<file path="src/iodr_defs.vh">
// Constants for the ISA I/O decode and interrupt routing block.
`ifndef IODR_DEFS_VH
`define IODR_DEFS_VH
`define IODR_ADDR_W        10
`define IODR_BASE_LSB      2
`define IODR_BASE_MSB      9
`define IODR_BASE_W        8
`define IODR_BASE_DEFAULT  8'hC0
`define IODR_SW_DEFAULT    8'h3F
`define IODR_ROUTE_W       4
`define IODR_ROUTE_NONE    4'h0
`define IODR_ROUTE_IRQ5    4'h1
`define IODR_ROUTE_IRQ6    4'h2
`define IODR_ROUTE_IRQ9    4'h3
`define IODR_ROUTE_IRQ10   4'h4
`define IODR_ROUTE_IRQ11   4'h5
`define IODR_ROUTE_IRQ12   4'h6
`define IODR_ROUTE_IRQ14   4'h7
`define IODR_ROUTE_IRQ15   4'h8
`define IODR_IRQ_LINES     8
`define IODR_SETTLE_CNT    3'h4
`endif

</file>
<file path="src/iodr_sync.v">
// Three-stage synchroniser with agreement filter for one asynchronous input.
`timescale 1ns/1ns
module iodr_sync #(
   parameter       W     = 1,
   parameter [W-1:0] INIT = {W{1'b0}}
) (
   input  wire         clk_in,
   input  wire         rst_in,
   input  wire         ce_in,
   input  wire [W-1:0] d_in,
   output wire [W-1:0] q_out
);
   reg [W-1:0] s1_q;
   reg [W-1:0] s2_q;
   reg [W-1:0] s3_q;
   reg [W-1:0] val_q;
   always @(posedge clk_in or posedge rst_in) begin
      if (rst_in) begin
         s1_q  <= INIT;
         s2_q  <= INIT;
         s3_q  <= INIT;
         val_q <= INIT;
      end else if (ce_in) begin
         s1_q <= d_in;
         s2_q <= s1_q;
         s3_q <= s2_q;
         // A change counts only once the last two stages agree.
         if (s2_q == s3_q) begin
            val_q <= s3_q;
         end
      end
   end
   assign q_out = val_q;
endmodule // iodr_sync

</file>
<file path="src/iodr_top.v">
// ISA I/O address decoder and interrupt request router of the bus card.
// Contract
// - Card occupies four consecutive I/O bytes holding two 16-bit registers.
// - Decode only I/O range up to 3FFH; ignore address bits 10 to 15.
// - Select when address bits 9..2 equal base; bits 1..0 pick location.
// - Base switch element reads one when open, zero when closed.
// - Factory base setting places the card at 300H.
// - Interrupt routed by strap to one of IRQ 5,6,9,10,11,12,14,15.
// - Default strap routes the interrupt to IRQ10.
// - Strap removed or parked: no host interrupt line is driven.
`timescale 1ns/1ns
`include "iodr_defs.vh"
module iodr_top (
   input  wire                     clk_in,
   input  wire                     rst_in,
   input  wire                     ce_in,
   input  wire [15:0]              isa_addr_in,
   input  wire                     isa_aen_in,
   input  wire                     isa_ior_n_in,
   input  wire                     isa_iow_n_in,
   input  wire [`IODR_BASE_W-1:0]  io_base_switch_closed_in,
   input  wire [`IODR_ROUTE_W-1:0] interrupt_route_strap_in,
   input  wire                     irq_pending_in,
   output reg                      card_sel_out,
   output reg  [1:0]               reg_loc_out,
   output reg                      rd_sel_out,
   output reg                      wr_sel_out,
   output reg  [7:0]               irq_line_out,
   output reg  [7:0]               irq_oe_out
);
   wire [`IODR_BASE_W-1:0]  sw_sync;
   wire [`IODR_ROUTE_W-1:0] strap_sync;
   reg  [`IODR_BASE_W-1:0]  base_q;
   reg  [`IODR_ROUTE_W-1:0] route_q;
   reg                      cap_done_q;
   reg  [2:0]               settle_q;
   wire                     hit;
   wire [7:0]               route_onehot;

   // Switch elements are pins from outside the clock domain.
   iodr_sync #(.W(`IODR_BASE_W), .INIT(`IODR_SW_DEFAULT)) u_sw_sync (
      .clk_in (clk_in),
      .rst_in (rst_in),
      .ce_in  (ce_in),
      .d_in   (io_base_switch_closed_in),
      .q_out  (sw_sync)
   );

   iodr_sync #(.W(`IODR_ROUTE_W), .INIT(`IODR_ROUTE_IRQ10)) u_strap_sync (
      .clk_in (clk_in),
      .rst_in (rst_in),
      .ce_in  (ce_in),
      .d_in   (interrupt_route_strap_in),
      .q_out  (strap_sync)
   );

   // Map a strap code onto one of the eight host request lines.
   function [7:0] route_decode;
      input [`IODR_ROUTE_W-1:0] code;
      begin
         case (code)
            `IODR_ROUTE_IRQ5:  route_decode = 8'h01;
            `IODR_ROUTE_IRQ6:  route_decode = 8'h02;
            `IODR_ROUTE_IRQ9:  route_decode = 8'h04;
            `IODR_ROUTE_IRQ10: route_decode = 8'h08;
            `IODR_ROUTE_IRQ11: route_decode = 8'h10;
            `IODR_ROUTE_IRQ12: route_decode = 8'h20;
            `IODR_ROUTE_IRQ14: route_decode = 8'h40;
            `IODR_ROUTE_IRQ15: route_decode = 8'h80;
            default:           route_decode = 8'h00;
         endcase
      end
   endfunction

   // Straps are caught after reset release; a switch closed reads as zero.
   // Settings are latched once so a bumped switch cannot move the card live.
   // Capture waits until the synchronisers have passed the real pin level,
   // otherwise their reset value would be latched instead of the switches.
   always @(posedge clk_in or posedge rst_in) begin
      if (rst_in) begin
         base_q     <= `IODR_BASE_DEFAULT;
         route_q    <= `IODR_ROUTE_IRQ10;
         cap_done_q <= 1'b0;
         settle_q   <= 3'h0;
      end else if (ce_in && !cap_done_q) begin
         if (settle_q == `IODR_SETTLE_CNT) begin
            base_q     <= ~sw_sync;
            route_q    <= strap_sync;
            cap_done_q <= 1'b1;
         end else begin
            settle_q <= settle_q + 3'h1;
         end
      end
   end

   // Bits 15..10 never enter the compare, so the card aliases every 1K.
   assign hit = !isa_aen_in &&
                (isa_addr_in[`IODR_BASE_MSB:`IODR_BASE_LSB] == base_q);

   assign route_onehot = route_decode(route_q);

   always @(posedge clk_in or posedge rst_in) begin
      if (rst_in) begin
         card_sel_out <= 1'b0;
         reg_loc_out  <= 2'h0;
         rd_sel_out   <= 1'b0;
         wr_sel_out   <= 1'b0;
         irq_line_out <= 8'h00;
         irq_oe_out   <= 8'h00;
      end else if (ce_in) begin
         card_sel_out <= hit && cap_done_q;
         reg_loc_out  <= isa_addr_in[1:0];
         rd_sel_out   <= hit && cap_done_q && !isa_ior_n_in;
         wr_sel_out   <= hit && cap_done_q && !isa_iow_n_in;
         // Only the routed line is driven; the others stay released for other cards.
         irq_oe_out   <= cap_done_q ? route_onehot : 8'h00;
         irq_line_out <= (cap_done_q && irq_pending_in) ? route_onehot : 8'h00;
      end
   end
endmodule // iodr_top

</file>
<file path="config.mk">
export PLATFORM = sky130hd
export DESIGN_NAME = iodr_top
export DESIGN_NICKNAME = d
export VERILOG_FILES = /design/src/iodr_sync.v /design/src/iodr_top.v
export VERILOG_INCLUDE_DIRS = /design/src
export SDC_FILE = /design/constraint.sdc
export NUM_CORES = 1
export LEC_CHECK = 0
export BUFFER_PORTS_ARGS = -buffer_cell sky130_fd_sc_hd__buf_2
export CAP_MARGIN = 25
export CORE_ASPECT_RATIO = 0.9
export CORE_UTILIZATION = 56
export DETAILED_ROUTE_END_ITERATION = 6
export GPL_TIMING_DRIVEN = 0
export PLACE_DENSITY = 0.88
export SLEW_MARGIN = 0
export SYNTH_ARGS = -nofsm -noshare
export SYNTH_HDL_FRONTEND = slang
export SYNTH_HIERARCHICAL = 1
export SYNTH_SLANG_ARGS = --single-unit
export TNS_END_PERCENT = 10
</file>
<file path="constraint.sdc">
create_clock -name clk_in -period 1.7 [get_ports clk_in]
set_input_delay 0.17 -clock clk_in [delete_from_list [all_inputs] [get_ports clk_in]]
set_output_delay 0.17 -clock clk_in [all_outputs]
set_load 0.02 [all_outputs]
</file>
==> results.md <==
- The number of hold violations in the final report came to 0.
- The relative slew slack is 0.455.
- In this run the register-to-register setup slack is 0.01 ns.
- The die outline area is 6680 um2.
- The worst setup path is of the flop to flop kind.
- The final count of pins violating max slew is 0.
- In the synthesized netlist the dominant register cell turns out to be sky130_fd_sc_hd__dfrtp_1.
- The detailed-placement wirelength estimate is 4440 um.
- The first-pass GRT wire length is 10400 um.
- The initial antenna violation count is 0.
- Ranked by total cell area, the synthesized netlist is headed by sky130_fd_sc_hd__dfrtp_1, sky130_fd_sc_hd__dfstp_2, sky130_fd_sc_hd__mux2_2, sky130_fd_sc_hd__xnor2_1, sky130_fd_sc_hd__inv_1.
- The slew at the pin with the worst max-slew slack is 0.816 ns.
- The number of fill cells in the layout is 389.
- The number of cells on the worst reg-to-reg path is 5.
- For this block, the initial DRC count from the detailed router was 76.
- The aggregate global routing overflow is 0.
- The number of synthesized flops with an enable pin is 0.
- The number of inserted diodes is 0.
- In this run the remaining antenna-violating nets after routing total 0.
- The number of global-route vias before repair is 2262.
- Counting every sink on the clock net gives 85.
- The total via count in the routed design is 2203.
- The number of max-cap violations is 0.
- The longest clock path from root to sink contains 2 buffers.
- The final critical delay including setup and external delays is 1.69 ns.
- Counting every instance in the synthesized netlist gives 268.
- On the final layout, the worst clock skew is 0.00646 ns.
- Setup repair after global routing could not meet its margin everywhere.
- The routed via count divided by cell count is 5.16.
- The detailed-route wire length is 6140 um.
- The worst register-to-register path ends at u_sw_sync/q_out[6].
- Entering global routing, the biggest net connects 21 pins.
- In this run the number of H-tree levels came out at 3.
- After synthesis, the netlist uses 32 different library cells.
- The share of total power dissipated in combinational logic is 0.218.
- The type of the worst min-delay path is input pin to flop.
- After synthesis, the most frequently instantiated cells are sky130_fd_sc_hd__dfrtp_1, sky130_fd_sc_hd__mux2_2, sky130_fd_sc_hd__dfstp_2, sky130_fd_sc_hd__inv_1, sky130_fd_sc_hd__nand2_1.
- The critical path ends at u_sw_sync/q_out[6].
- The die width is 86.1 um.
- The most critical setup path has its startpoint at u_sw_sync/s2_q[1].
- The startpoint of the most critical register-to-register path is u_sw_sync/s2_q[1].
- The number of clock buffers added by TritonCTS is 9.
- The run finished with clean final reports.
- Data arrives at the worst endpoint at 1.92 ns.
- The count of warnings emitted by yosys is 6.
- The final-layout worst hold slack is 0.00906 ns.
- After floorplanning, the core was sized to cover 6110 um2.
- The static leakage is 1.94 nW.
- The library cell used as clock root buffer is sky130_fd_sc_hd__clkbuf_8.
- sky130_fd_sc_hd__dfrtp_1 takes more of the synthesized area than any other cell.
- In the final routed layout, each cell accounts on average for 14.4 um.
- Across the VDD grid, the largest voltage drop is 1.01 mV.
- The switching share of total power is 0.277.
- The setup-violating endpoint count in the final report is 0.
- In the global route stage, overall resource usage came out at 0.204.
- The detailed-router iteration count before antenna repair is 5.
- TritonCTS built the clock tree.
- The dominant cell by count in the synthesized netlist is sky130_fd_sc_hd__dfrtp_1.
- The placer's final routability congestion estimate is 0.784.
- The post-synthesis instance area is 3560 um2.
- The area share of the largest cell type after synthesis is 0.379.
- The cell-internal power is 0.00440 W.
- The sequential fraction of the synthesis area is 0.608.
- The quantity of I/O buffers inserted on ports is 49.
- The net count of the finished layout is 372.
- The worst hold path startpoint is isa_iow_n_in.
- After detailed routing, the number of remaining DRC violations is 0.
- The maximum fanout along the worst path is 7.
- The ratio of cells with drive above 1 in the final layout is 0.491.
- After synthesis, the mean cell area works out to 13.3 um2.
- The clock latency at the later pin of the worst-skew pair is 0.35 ns.
- From synthesis to final layout, the design area changed by 20.9%.
- The clock transition at the registers of the reported paths is 0.08 ns.
- Of the total power, the clock network draws 0.297.
- The worst setup path is captured at a flop.
- The share of the clock period used by the worst path after layout is 0.994.
- The part of the power in registers is 0.485.
- The die height is 77.7 um.
- Pin placement for this block handled 56 I/O pins.
- After synthesis, the share of flip-flops with an asynchronous set or reset is 1.00.
- STA classifies the critical path startpoint as a flop.
- The post-synth net total is 305.
- The flop and latch count out of synthesis is 85.
- The number of rows created at floorplan is 27.
- The top achievable clock speed is 592 MHz.
- For this configuration, the core starts out at a cell density of 0.582.
- In this run the power spent charging and discharging nets is 0.00169 W.
- Power comes to 0.00609 W.
- The power density of the placed cells is 1410 nW/um2.
- The required time of the critical path is 1.93 ns.
[worst min-delay path by stage]
stage / slack [ns] / end / depth (start not counted)
after floorplan: 0.08 / u_strap_sync/q_out[0] / 1
after global placement: 0.28 / u_strap_sync/q_out[3] / 2
after detailed placement: 0.29 / u_strap_sync/q_out[3] / 2
after CTS: 0.002 / wr_sel_out / 2
after global routing: 0.0006 / wr_sel_out / 2
final: 0.009 / wr_sel_out / 2
[routing by layer]
| metal | wire, um | track usage | up-vias |
|---|---|---|---|
| met3 | 264 | 0.0511 | 5 |
| met4 | 42 | 0.0700 | 0 |
| met1 | 2710 | 0.256 | 1082 |
| met2 | 3120 | 0.344 | 59 |
| li1 | - | - | 1057 |
| met5 | 0 | 0 | - |
[cell type report]
class	count	area, um2	share of cell area
Sequential cell	85	2170	0.503
Clock buffer	10	128	0.0296
Tap cell	87	109	0.0253
Multi-Input combinational cell	149	1270	0.295
Buffer	11	55.1	0.0128
Timing Repair Buffer	56	355	0.0825
Clock inverter	6	135	0.0314
Inverter	23	86.3	0.0200
[registers in the layout, indices dropped and copies added (netlist names)]
signal              count
u_strap_sync/s2_q       4
wr_sel_out              1
irq_oe_out              8
irq_line_out            8
u_strap_sync/s1_q       4
u_sw_sync/s3_q          8
settle_q                3
reg_loc_out             2
rd_sel_out              1
u_strap_sync/q_out      4
base_q                  8
u_sw_sync/q_out         8
card_sel_out            1
cap_done_q              1
u_sw_sync/s2_q          8
route_q                 4
u_strap_sync/s3_q       4
u_sw_sync/s1_q          8
[per-stage QoR]
| step | setup TNS, ns | utilization | worst slack, ns | area, um2 | instances |
|---|---|---|---|---|---|
| 2_1_floorplan | 0 | - | 0.134 | 3560 | 268 |
| 3_3_place_gp | 0 | 0.640 | 0.0459 | 3920 | 404 |
| 3_5_place_dp | -0.0177 | 0.649 | -0.00907 | 3970 | 406 |
| 4_1_cts | 0 | 0.700 | 0.0245 | 4280 | 426 |
| 5_1_grt | -0.424 | 0.704 | -0.0669 | 4310 | 427 |
| 6_report | 0 | 0.704 | 0.0103 | 4310 | 427 |
[cell usage in the layout, fill, tap and decap left out, drive strengths merged, types with 3 or more instances in the layout]
cell type / instances
nor2b: 3
xnor2: 12
o22ai: 11
inv: 23
bufinv: 4
nand4: 4
clkbuf: 14
nor3: 3
nand2b: 3
o21ai: 14
mux2: 55
xor2: 8
dfstp: 31
nand2: 16
nand4b: 3
buf: 61
nand3: 5
dfrtp: 54
[repair_timing]
item,in CTS,in global routing
hold buffers,2,0
endpoints found under the setup margin,4,8
resized for setup,0,4
buffers inserted,2,1
pin swaps,1,3
hold endpoints to repair,17,0
[critical path, stage by stage (launching register included)]
cell	delay [ns]
sky130_fd_sc_hd__dfstp_2	0.58
sky130_fd_sc_hd__xnor2_2	0.11
sky130_fd_sc_hd__nand4_1	0.17
sky130_fd_sc_hd__nor3_4	0.26
sky130_fd_sc_hd__buf_12	0.16
sky130_fd_sc_hd__mux2_4	0.29
[power groups by stage]
stage / sequential [W] / combinational, W / clock [W]
after floorplan: 0.00297 / 0.000923 / 0
after global placement: 0.00294 / 0.00121 / 0
after detailed placement: 0.00299 / 0.00129 / 0
after CTS: 0.00296 / 0.00132 / 0.00184
after global routing: 0.00302 / 0.00148 / 0.00193
final: 0.00295 / 0.00133 / 0.00181
[kinds of logic (layout without fill, tap and decap cells)]
| family | count (synthesis) | count (layout) | synth area share |
|---|---|---|---|
| DFF | 85 | 85 | 0.608 |
| buffers and inverters | 34 | 106 | 0.0397 |
| muxes | 55 | 55 | 0.177 |
| xor gates and xnor gates | 20 | 20 | 0.0492 |
| and+or+nand+nor | 41 | 41 | 0.0671 |
| AOI/OAI and AO/OA | 31 | 31 | 0.0517 |
| adders and majority gates | 2 | 2 | 0.00703 |
Note: power is estimated with default switching activity, not from simulation.
